`config.mk`:
```
export PLATFORM = sky130hd
export DESIGN_NAME = vdsp_pins
export DESIGN_NICKNAME = d
export VERILOG_FILES = /design/src/include/vdsp_pkg.sv /design/src/core/vdsp_pins.sv
export SDC_FILE = /design/constraint.sdc
export NUM_CORES = 1
export LEC_CHECK = 0
export BUFFER_PORTS_ARGS = -buffer_cell sky130_fd_sc_hd__buf_2
export CELL_PAD_IN_SITES_DETAIL_PLACEMENT = 2
export CELL_PAD_IN_SITES_GLOBAL_PLACEMENT = 2
export CORE_MARGIN = 2
export CORE_UTILIZATION = 32
export DETAILED_ROUTE_END_ITERATION = 10
export PLACE_DENSITY_LB_ADDON = 0.3
export SETUP_SLACK_MARGIN = 0.05
export SLEW_MARGIN = 0
export SYNTH_ARGS = -nofsm -noshare
export SYNTH_HDL_FRONTEND = slang
export SYNTH_SLANG_ARGS = --single-unit
```
`constraint.sdc`:
```
create_clock -name sys_clk_i -period 2.1 [get_ports sys_clk_i]
set_input_delay 0.63 -clock sys_clk_i [delete_from_list [all_inputs] [get_ports sys_clk_i]]
set_output_delay 0.63 -clock sys_clk_i [all_outputs]
set_load 0.05 [all_outputs]
```
`src/include/vdsp_pkg.sv`:
```
package vdsp_pkg;
    // register that carries the active-video blanking toggle bit
    localparam logic [7:0]  ACT_VID_CROP_REG_ADDR = 8'h12;
    localparam int          ACT_VID_VBI_TOG_BIT   = 2;
    // two-wire bus addresses picked by the address-select strap
    localparam logic [7:0]  BUS_ADDR_HIGH      = 8'hBA;
    localparam logic [7:0]  BUS_ADDR_LOW       = 8'hB8;
    // colour pll serial word
    localparam int          PLL_WORD_W         = 22;
    localparam int          PLL_CNT_W          = 5;
    localparam logic [4:0]  PLL_LAST_BIT       = 5'h16 - 5'h01;
    localparam logic [1:0]  RTC_DIV_LAST       = 2'h3;   // sclk/4 in rtc mode
    // line counter for the vertical-blank window
    localparam int          LINE_W             = 10;
    localparam logic [9:0]  VBLANK_START_RST   = 10'h000;
    localparam logic [9:0]  VBLANK_END_RST     = 10'h014;
    // strap capture cycles after system reset
    localparam logic [1:0]  STRAP_CAP_RST      = 2'h3;

    // multi-function pin use
    typedef enum logic [1:0] {
        VDSP_MF_IRQ  = 2'b00,
        VDSP_MF_GPO  = 2'b01,
        VDSP_MF_VBLANK = 2'b10
    } vdsp_mf_t;
    localparam vdsp_mf_t    MF_MODE_RST        = VDSP_MF_IRQ;
endpackage

```
`src/core/vdsp_pins.sv`:
```
// Contract
// - active video high only during line active
// - blanking toggle selected by crop bit two
// - field pin: odd field flag or vlock
// - field pin alternate: chroma pll serial stream
// - serial bit per clock, rtc at quarter
// - multi-function pin can be interrupt request
// - general-purpose mode: pin equals host value
// - vblank mode: programmable start/end line window
// - power-down low halts processing, standby
// - standby keeps all configuration registers
// - reset pin restores defaults, restarts logic (ignored here while power-down is active)
// - bus lines open-drain, pull low only
// - address strap sampled at reset: BAh/B8h
// - pal line flag: 1 noninverted, 0 inverted
`timescale 1ns/100ps
module vdsp_pins
    import vdsp_pkg::*;
(
    input  wire logic                  sys_clk_i,        // 40 mhz sample clock
    input  wire logic                  rst_i,            // sync reset, active high
    input  wire logic                  power_down_n_i,   // pin, active low
    input  wire logic                  reset_n_i,        // pin, active low
    input  wire logic                  bus_address_select_i, // strap pin
    input  wire logic                  scl_i,            // bus clock wire level
    input  wire logic                  sda_i,            // bus data wire level
    input  wire logic                  scl_pull_i,       // engine holds clock low
    input  wire logic                  sda_pull_i,       // engine pulls data low
    input  wire logic                  h_active_i,       // line active time
    input  wire logic                  vblank_i,         // vertical blanking
    input  wire logic                  odd_field_i,      // current field is odd
    input  wire logic                  vlock_i,          // vertical lock
    input  wire logic                  frame_start_i,    // first line pulse
    input  wire logic                  line_start_i,     // new line pulse
    input  wire logic                  vsync_i,          // vertical sync
    input  wire logic                  line_inverted_i,  // pal phase inverted line
    input  wire logic                  irq_pending_i,    // pending host event
    input  wire logic [PLL_WORD_W-1:0] pll_word_i,       // colour pll state word
    input  wire logic                  cfg_wr_i,         // host config write strobe
    input  wire logic                  cfg_act_vid_vbi_i, // video flag runs in blanking
    input  wire logic                  cfg_field_serial_i, // field pin carries pll
    input  wire logic                  cfg_field_vlock_i,  // field pin shows vlock
    input  wire logic                  cfg_rtc_mode_i,   // rtc serial rate
    input  wire logic [1:0]            cfg_mf_mode_i,    // multi-function use
    input  wire logic                  cfg_gpo_i,        // general-purpose level
    input  wire logic [LINE_W-1:0]     cfg_vblank_start_i, // vblank first line
    input  wire logic [LINE_W-1:0]     cfg_vblank_end_i, // vblank line after last
    input  wire logic                  cfg_pal_line_i,   // vsync pin shows pal flag
    output logic                       active_video_flag_o, // active video
    output logic                       field_flag_o,     // field / serial pin
    output logic                       mf_pin_o,         // irq/gpo/vblank pin
    output logic                       vsync_pin_o,      // vsync / pal flag pin
    output logic                       scl_o,            // always low
    output logic                       scl_oe_o,         // pull clock low
    output logic                       sda_o,            // always low
    output logic                       sda_oe_o,         // pull data low
    output logic                       scl_sync_o,       // synced clock level
    output logic                       sda_sync_o,       // synced data level
    output logic [7:0]                 bus_address_o,    // selected bus address
    output logic                       standby_o         // in power-down standby
);

    // whole block state
    typedef struct packed {
        logic                  pd_m;         // sync first and second stages
        logic                  pd_s;
        logic                  rn_m;
        logic                  rn_s;
        logic                  sel_m;
        logic                  sel_s;
        logic                  scl_m;
        logic                  scl_s;
        logic                  sda_m;
        logic                  sda_s;
        logic                  act_vid_vbi;  // configuration
        logic                  field_serial;
        logic                  field_vlock;
        logic                  rtc_mode;
        vdsp_mf_t              mf_mode;
        logic                  gpo;
        logic [LINE_W-1:0]     vblank_start;
        logic [LINE_W-1:0]     vblank_end;
        logic                  pal_line;
        logic                  addr_sel;     // captured strap
        logic [1:0]            cap_cnt;
        logic                  act_vid;      // pin registers
        logic                  field;
        logic                  mf;
        logic                  vsync;
        logic [LINE_W-1:0]     line_cnt;
        logic [PLL_WORD_W-1:0] shift;        // pll serialiser
        logic [PLL_CNT_W-1:0]  bit_cnt;
        logic [1:0]            div_cnt;
    } vdsp_state_t;

    vdsp_state_t st;          // registered state
    vdsp_state_t next_st;     // next state
    vdsp_state_t rst_st;      // reset image
    logic        standby;     // power-down active
    logic        pin_rst;     // honoured reset pin
    logic        ser_tick;    // serialiser advance

    // reset image, all constants
    always_comb begin
        rst_st          = '0;
        rst_st.pd_m     = 1'b1;
        rst_st.pd_s     = 1'b1;
        rst_st.rn_m     = 1'b1;
        rst_st.rn_s     = 1'b1;
        rst_st.scl_m    = 1'b1;
        rst_st.scl_s    = 1'b1;
        rst_st.sda_m    = 1'b1;
        rst_st.sda_s    = 1'b1;
        rst_st.mf_mode  = MF_MODE_RST;
        rst_st.vblank_start = VBLANK_START_RST;
        rst_st.vblank_end = VBLANK_END_RST;
        rst_st.cap_cnt  = STRAP_CAP_RST;
    end

    assign standby  = !st.pd_s;
    // reset during power-down is not supported, so it is ignored there
    assign pin_rst  = !st.rn_s && st.pd_s;
    assign ser_tick = !st.rtc_mode || (st.div_cnt == RTC_DIV_LAST);

    // next-state logic
    always_comb begin
        next_st       = st;
        // pin synchronisers, first stage feeds only the second
        next_st.pd_m  = power_down_n_i;
        next_st.pd_s  = st.pd_m;
        next_st.rn_m  = reset_n_i;
        next_st.rn_s  = st.rn_m;
        next_st.sel_m = bus_address_select_i;
        next_st.sel_s = st.sel_m;
        next_st.scl_m = scl_i;
        next_st.scl_s = st.scl_m;
        next_st.sda_m = sda_i;
        next_st.sda_s = st.sda_m;

        if (pin_rst) begin
            // back to defaults; syncs keep running
            next_st.act_vid_vbi  = rst_st.act_vid_vbi;
            next_st.field_serial = rst_st.field_serial;
            next_st.field_vlock  = rst_st.field_vlock;
            next_st.rtc_mode     = rst_st.rtc_mode;
            next_st.mf_mode      = rst_st.mf_mode;
            next_st.gpo          = rst_st.gpo;
            next_st.vblank_start = rst_st.vblank_start;
            next_st.vblank_end   = rst_st.vblank_end;
            next_st.pal_line     = rst_st.pal_line;
            next_st.act_vid      = 1'b0;
            next_st.field        = 1'b0;
            next_st.mf           = 1'b0;
            next_st.vsync        = 1'b0;
            next_st.line_cnt     = '0;
            next_st.shift        = '0;
            next_st.bit_cnt      = '0;
            next_st.div_cnt      = '0;
            next_st.addr_sel     = st.sel_s;
            next_st.cap_cnt      = STRAP_CAP_RST;
        end else if (standby) begin
            // frozen: config kept, writes dropped, pins parked low
            next_st.act_vid = 1'b0;
            next_st.field = 1'b0;
            next_st.mf    = 1'b0;
            next_st.vsync = 1'b0;
        end else begin
            // strap still settling through the syncs after system reset
            if (st.cap_cnt != 2'h0) begin
                next_st.addr_sel = st.sel_s;
                next_st.cap_cnt  = st.cap_cnt - 2'h1;
            end
            // host configuration writes
            if (cfg_wr_i) begin
                next_st.act_vid_vbi  = cfg_act_vid_vbi_i;
                next_st.field_serial = cfg_field_serial_i;
                next_st.field_vlock  = cfg_field_vlock_i;
                next_st.rtc_mode     = cfg_rtc_mode_i;
                next_st.mf_mode      = vdsp_mf_t'(cfg_mf_mode_i);
                next_st.gpo          = cfg_gpo_i;
                next_st.vblank_start = cfg_vblank_start_i;
                next_st.vblank_end   = cfg_vblank_end_i;
                next_st.pal_line     = cfg_pal_line_i;
            end
            // active video, optionally silenced in blanking
            next_st.act_vid = h_active_i && (!vblank_i || st.act_vid_vbi);
            // line counter for the vblank window
            if (frame_start_i) begin
                next_st.line_cnt = '0;
            end else if (line_start_i) begin
                next_st.line_cnt = st.line_cnt + 10'h001;
            end
            // pll serialiser, divider only runs in rtc mode
            next_st.div_cnt = st.rtc_mode ? st.div_cnt + 2'h1 : 2'h0;
            if (ser_tick) begin
                if (st.bit_cnt == '0) begin
                    next_st.shift   = pll_word_i;
                    next_st.bit_cnt = PLL_LAST_BIT;
                end else begin
                    next_st.shift   = {st.shift[PLL_WORD_W-2:0], 1'b0};
                    next_st.bit_cnt = st.bit_cnt - 5'h01;
                end
            end
            // field pin: one function at a time
            if (st.field_serial) begin
                next_st.field = next_st.shift[PLL_WORD_W-1];
            end else begin
                next_st.field = st.field_vlock ? vlock_i : odd_field_i;
            end
            // multi-function pin mux
            case (st.mf_mode)
                VDSP_MF_IRQ:  next_st.mf = irq_pending_i;
                VDSP_MF_GPO:  next_st.mf = st.gpo;
                VDSP_MF_VBLANK: next_st.mf = (st.line_cnt >= st.vblank_start) &&
                                             (st.line_cnt <  st.vblank_end);
                default:      next_st.mf = 1'b0;
            endcase
            // vsync pin or pal line flag
            next_st.vsync = st.pal_line ? !line_inverted_i : vsync_i;
        end
    end

    // state register
    always_ff @(posedge sys_clk_i) begin
        if (rst_i) begin
            st <= rst_st;
        end else begin
            st <= next_st;
        end
    end

    // outputs
    assign active_video_flag_o = st.act_vid;
    assign field_flag_o        = st.field;
    assign mf_pin_o            = st.mf;
    assign vsync_pin_o         = st.vsync;
    // open drain: drive low or release, never high
    assign scl_o               = 1'b0;
    assign sda_o               = 1'b0;
    assign scl_oe_o            = scl_pull_i;
    assign sda_oe_o            = sda_pull_i;
    assign scl_sync_o          = st.scl_s;
    assign sda_sync_o          = st.sda_s;
    assign bus_address_o       = st.addr_sel ? BUS_ADDR_HIGH : BUS_ADDR_LOW;
    assign standby_o           = standby;
endmodule

```
==> run summary, run 1 <==
outcome -> completed
grt peak-use layer -> met2
internal power -> 3100 µW
pin count of the biggest net entering global routing -> 42
r2r setup slk -> 0.41 ns
number of fill cells -> 1,368
CTS sink cnt -> 84
Final HPWL DP -> 7780 µm
ANT cells -> 0
Global Route met2 Usage -> 32.0%
Root Driver -> clkbuf_16
Final Max Slew Viols -> 0
CTS Buf Count -> 9
worst r2r path cells -> 5
pre-CTS setup slack -> 0.285 ns
standard-cell rows -> 40
Final Cycle Share -> 86.0%
PwrDens -> 931 nW/µm²
fin util -> 38.9%
initial antenna violation count -> 0
worst min-delay path startpoint -> next_st[80]
DIE AREA -> 13,000 µm²
Post-synth ARST share -> 0%
met1 usage -> 19.1%
synth top area cells -> dfxtp_1, ha_1, nand2_1
CP required -> 1.47 ns
Area growth syn-to-layout -> 19.8%
M3 GR Usage -> 3.13%
clock-pin slew of the registers on the worst-case setup and hold paths -> 0.06 ns
GRT Util Overall -> 17.1%
Clock H-tree levels -> 3
vias per std cell -> 4.88
via count -> 3,256
Leak -> 0.00208 µW
Nets -> 608
clk_lat worst skew -> 0.34 ns
Final Worst Setup Slack -> 0.293 ns
GRT overflow -> 0
skew final -> 0.00498 ns
Hold Path Depth -> 1
wire per inst -> 15.7 µm
Die Height -> 114 µm
max-cap viol count -> 0
maximum clock path buffer count -> 2
worst setup path class -> flop to output pin
fin crit period -> 1.81 ns
fmax -> 0.553 GHz
die width -> 114 µm
Critical Path Start Type -> flop
Core ar. -> 11,900 µm²
Iteration-0 DRC Markers -> 90
final hold vios -> 0
post-cts resize count -> 0
Crit Reg-Reg Endpoint -> mf_pin_o
Avg Inst Size Synth -> 8.68 µm²
Yosys cell types -> 42
initial cell density of the core -> 32.5%
maximum vdd drop -> 0.000396 V
cts hold-fix bufs -> 0
Mapped Cells -> 446
Port Buffers -> 74
Top FF cell, synth -> dfxtp_1
Hold Crit Class -> flop to flop
RSZ-0062 raised after global routing -> false
clock power share -> 36.2%
Worst Path Arrival -> 1.18 ns
Placement Cell Area -> 4350 µm²
CTS tree -> done
DRT antenna net count -> 0
EDFF count, synth -> 0
Sequential Area -> 1680 µm²
post-CTS setup buffers -> 0
flops & latches, synth -> 84
I/O Pins -> 88
Cell Area, Synth -> 3870 µm²
GPL Wtd Cong -> 0.728
final setup fails -> 0
Comb power frac -> 21.0%
post-synth top area share -> 43.4%
Min-Delay Endpoint -> st[80]
Post-Route Hold Slack -> 0.406 ns
Seq/Total Area, Yosys -> 43.4%
final WL -> 10,500 µm
setup_tns -> 0 ns
synth warn -> 0
sw power -> 1220 µW
share of layout cells above drive strength 1 -> 21.3%
critical path endpoint category -> output pin
Synth area leader -> dfxtp_1
design area -> 4640 µm²
critical path peak fanout -> 4
area of the multi-input gates -> 1900 µm²
Sw Ratio -> 28.3%
vias in the first global route -> 3,601
DRC -> 0
worst r2r src -> st[36]
Reg power frac -> 42.9%
first-pass iteration count of the detailed router -> 4
first-pass GRT wire length -> 17,300 µm
metrics by stage:
step | total power (µW) | instances
3_3_place_gp | 2750 | 652
3_5_place_dp | 2810 | 652
4_1_cts | 4400 | 667
5_1_grt | 4570 | 667
6_report | 4320 | 667
2_1_floorplan | 2630 | 453
Yosys cell counts, types with 3 or more instances:
cell type,n
dfxtp_1,84
nand2_1,74
a21oi_1,43
nor2_1,40
inv_1,27
a211oi_1,24
mux2i_1,24
ha_1,23
buf_4,12
nand3_1,8
or2_2,8
buf_2,7
o21ai_0,7
xor2_1,7
clkbuf_1,6
buf_1,5
nand2b_1,4
nand4_1,3
nor2b_1,3
o211ai_1,3
xnor2_1,3
flip-flops by register name, indices dropped and copies added (netlist names):
name                 flops
st                      73
next_st                  5
active_video_flag_o      1
field_flag_o             1
mf_pin_o                 1
scl_sync_o               1
sda_sync_o               1
vsync_pin_o              1
cells in the final DEF (no fill, tap or decap), drive strengths merged:
| master | count |
|---|---|
| clkinv | 1 |
| a41oi | 1 |
| or2 | 8 |
| a21oi | 43 |
| ha | 23 |
| dfxtp | 84 |
| nor2b | 3 |
| nand3 | 8 |
| o211a | 1 |
| nand2b | 4 |
| mux2i | 24 |
| buf | 86 |
| bufinv | 1 |
| inv | 27 |
| o2bb2ai | 1 |
| and2 | 2 |
| xnor2 | 3 |
| clkbuf | 13 |
| conb | 9 |
| nor3 | 2 |
| nor4b | 2 |
| a21o | 2 |
| nor4 | 1 |
| nand3b | 2 |
| a211oi | 25 |
| o21ai | 9 |
| or3 | 2 |
| xor2 | 7 |
| and4 | 2 |
| o31ai | 1 |
| nor2 | 40 |
| nand4 | 3 |
| nand2 | 74 |
| a22oi | 1 |
| o211ai | 3 |
| and3 | 2 |
worst max-delay path by stage:
stage | cells after the start | start | slack [ns] | end
6_report | 2 | st[82] | 0.29 | standby_o
4_1_cts | 2 | st[82] | 0.27 | standby_o
5_1_grt | 6 | st[0] | 0.16 | st[22]
2_1_floorplan | 3 | st[82] | 0.51 | standby_o
3_5_place_dp | 6 | rst_i | 0.29 | mf_pin_o
3_3_place_gp | 6 | rst_i | 0.34 | mf_pin_o
power by group through the flow:
stage | Sequential, µW | Clock, µW | Combinational (µW)
2_1_floorplan | 1870 | 0 | 757
3_3_place_gp | 1880 | 0 | 872
3_5_place_dp | 1890 | 0 | 918
4_1_cts | 1860 | 1610 | 928
5_1_grt | 1870 | 1680 | 1010
6_report | 1850 | 1560 | 905
kinds of logic (layout without fill, tap and decap cells):
family / Yosys count / after routing / synth area share (%)
AOI/OAI and AO/OA: 87 / 87 / 13.8
xor gates and xnor gates: 10 / 10 / 2.26
adders and majority gates: 23 / 23 / 7.43
buffers and inverters: 61 / 128 / 8.37
DFF: 84 / 84 / 43.4
muxes: 24 / 24 / 6.21
other: 2 / 9 / 0.194
and+or+nand+nor: 155 / 155 / 18.3
layout make-up:
| cell class | count | area share (%) |
|---|---|---|
| Clock buffer | 13 | 5.39 |
| Clock inverter | 2 | 0.755 |
| Inverter | 27 | 2.18 |
| Multi-Input combinational cell | 308 | 41.0 |
| Sequential cell | 84 | 36.2 |
| Tap cell | 147 | 3.96 |
| Timing Repair Buffer | 86 | 10.5 |
worst max-delay path, stage by stage, from the launching register on:
cell	delay, ns
dfxtp_1	0.36
inv_1	0.17
buf_2	0.30
metal layers:
metal | routed length (µm) | vias up
met5 | 0 | -
met4 | 174 | 0
met3 | 329 | 11
met2 | 5600 | 52
met1 | 4350 | 1576
li1 | - | 1617
(Power assumes the default switching activity.)
==> run 2: changes to the inputs <==
==> constraint.sdc (replaced) <==
create_clock -name sys_clk_i -period 2.1 [get_ports sys_clk_i]
set_input_delay 0.315 -clock sys_clk_i [delete_from_list [all_inputs] [get_ports sys_clk_i]]
set_output_delay 0.315 -clock sys_clk_i [all_outputs]
set_load 0.05 [all_outputs]
==> run summary, run 2 (synthesized netlist as in run 1, its figures left out) <==
outcome -> completed
initial antenna violation count -> 0 (unchanged)
die width -> 114 µm (unchanged)
Clock H-tree levels -> 3 (unchanged)
Critical path origin -> st[82]
most frequent cells in the layout -> dfxtp_1, nand2_1, buf_2
max reg flops -> 73 (unchanged)
Port Buffers -> 74 (unchanged)
Hold Crit Class -> input pin to flop
final WL -> 10,100 µm (-3.4%)
post-CTS setup buffers -> 0 (unchanged)
CTS Buf Count -> 9 (unchanged)
ANT cells -> 0 (unchanged)
PwrDens -> 961 nW/µm² (+3.2%)
via count -> 3,259 (+0.092%)
RSZ-0062 raised after global routing -> false
GPL Wtd Cong -> 0.797 (+9.4%)
DIE AREA -> 13,000 µm² (unchanged)
clk_lat worst skew -> 0.34 ns (about the same)
skew final -> 0.00393 ns (-0.00105 ns)
fin crit period -> 1.81 ns (+0.00540 ns)
register name with the most flops -> st
Worst-Margin Slew -> 0.591 ns
Iteration-0 DRC Markers -> 84 (-6.7%)
worst min-delay path startpoint -> reset_n_i
GRT overflow -> 0 (unchanged)
GRT Util Overall -> 16.7% (-0.35 points)
first-pass GRT wire length -> 17,100 µm (-1.3%)
Final HPWL DP -> 7470 µm (-3.9%)
Worst Path Arrival -> 1.50 ns (+0.32 ns)
cts hold-fix bufs -> 0 (unchanged)
worst setup path class -> flop to output pin
vias per std cell -> 4.90 (+0.39%)
CTS sink cnt -> 84 (unchanged)
Pwr Total -> 4460 µW (+3.2%)
Final Max Slew Viols -> 0 (unchanged)
maximum clock path buffer count -> 2 (unchanged)
Nets -> 605 (-0.49%)
Slew headroom -> 60.5%
wire per inst -> 15.2 µm (-3.2%)
fmax -> 0.552 GHz (-0.30%)
max-cap viol count -> 0 (unchanged)
first-pass iteration count of the detailed router -> 4 (unchanged)
clock-pin slew of the registers on the worst-case setup and hold paths -> 0.06 ns (about the same)
CP required -> 1.78 ns (+0.31 ns)
Leak -> 0.00208 µW (about the same)
standard-cell rows -> 40 (unchanged)
critical path endpoint category -> output pin
worst r2r src -> st[82]
Core ar. -> 11,900 µm² (unchanged)
DRT antenna net count -> 0 (unchanged)
initial cell density of the core -> 32.5% (unchanged)
Root Driver -> clkbuf_16
Area growth syn-to-layout -> 19.8% (about the same)
share of layout cells above drive strength 1 -> 21.4% (+0.082 points)
final setup fails -> 0 (unchanged)
final hold vios -> 0 (unchanged)
pin count of the biggest net entering global routing -> 31 (-26%)
Critical Path Start Type -> flop
post-cts resize count -> 0 (unchanged)
CTS tree -> done
critical path peak fanout -> 17 (+13)
setup_tns -> 0 ns (unchanged)
maximum vdd drop -> 0.000338 V (-15%)
Die Height -> 114 µm (unchanged)
DRC -> 0 (unchanged)
Final Cycle Share -> 86.3% (+0.26 points)
most common cell after layout, fill and taps aside -> dfxtp_1
I/O Pins -> 88 (unchanged)
vias in the first global route -> 3,525 (-2.1%)
## run 2: per-stage QoR
stage | hold WS, ns | util [%] | std cells | worst slack (ns) | cell area (µm²)
global placement | 0.396 | 36.3 | 649 | 0.430 | 4320
finish | 0.154 | 38.9 | 665 | 0.288 | 4640
floorplan | 0.387 | - | 453 | 0.637 | 3900
CTS | 0.139 | 38.9 | 665 | 0.240 | 4640
detailed placement | 0.399 | 36.3 | 649 | 0.383 | 4320
global route | 0.146 | 38.9 | 665 | 0.163 | 4640
## run 2: critical path, stage by stage, from the launching register on
cell,delay [ns]
dfxtp_1,0.70
inv_1,0.19
buf_2,0.27
## run 2: path summary, 6_finish.rpt
path	end	slack, ns	depth (start not counted)
setup reg to reg	st[38]	0.39	5
setup / recovery	standby_o	0.29	2
hold / removal	next_st[80]	0.15	2
hold reg to reg	scl_sync_o	0.41	1
## run 2: area by class of cell
cell class	count	area (µm²)
Fill cell	1350	7270
Multi-Input combinational cell	308	1900
Sequential cell	84	1680
Timing Repair Buffer	83	450
Clock buffer	11	243
Tap cell	147	184
Inverter	27	101
Clock inverter	5	75.1
## run 2: per-layer routing
metal  up-vias  global-route usage [%]  wire, µm
met5         -                       0         0
met4         0                    6.83       181
met3        14                    3.03       337
met2        48                    30.4      5270
met1      1584                    19.3      4300
li1       1613                       -         -
## run 2: power breakdown
group	total (µW)	switching, µW	internal (µW)
combinational	886	493	393
sequential	1860	105	1750
clock	1720	647	1070
total	4460	1250	3210
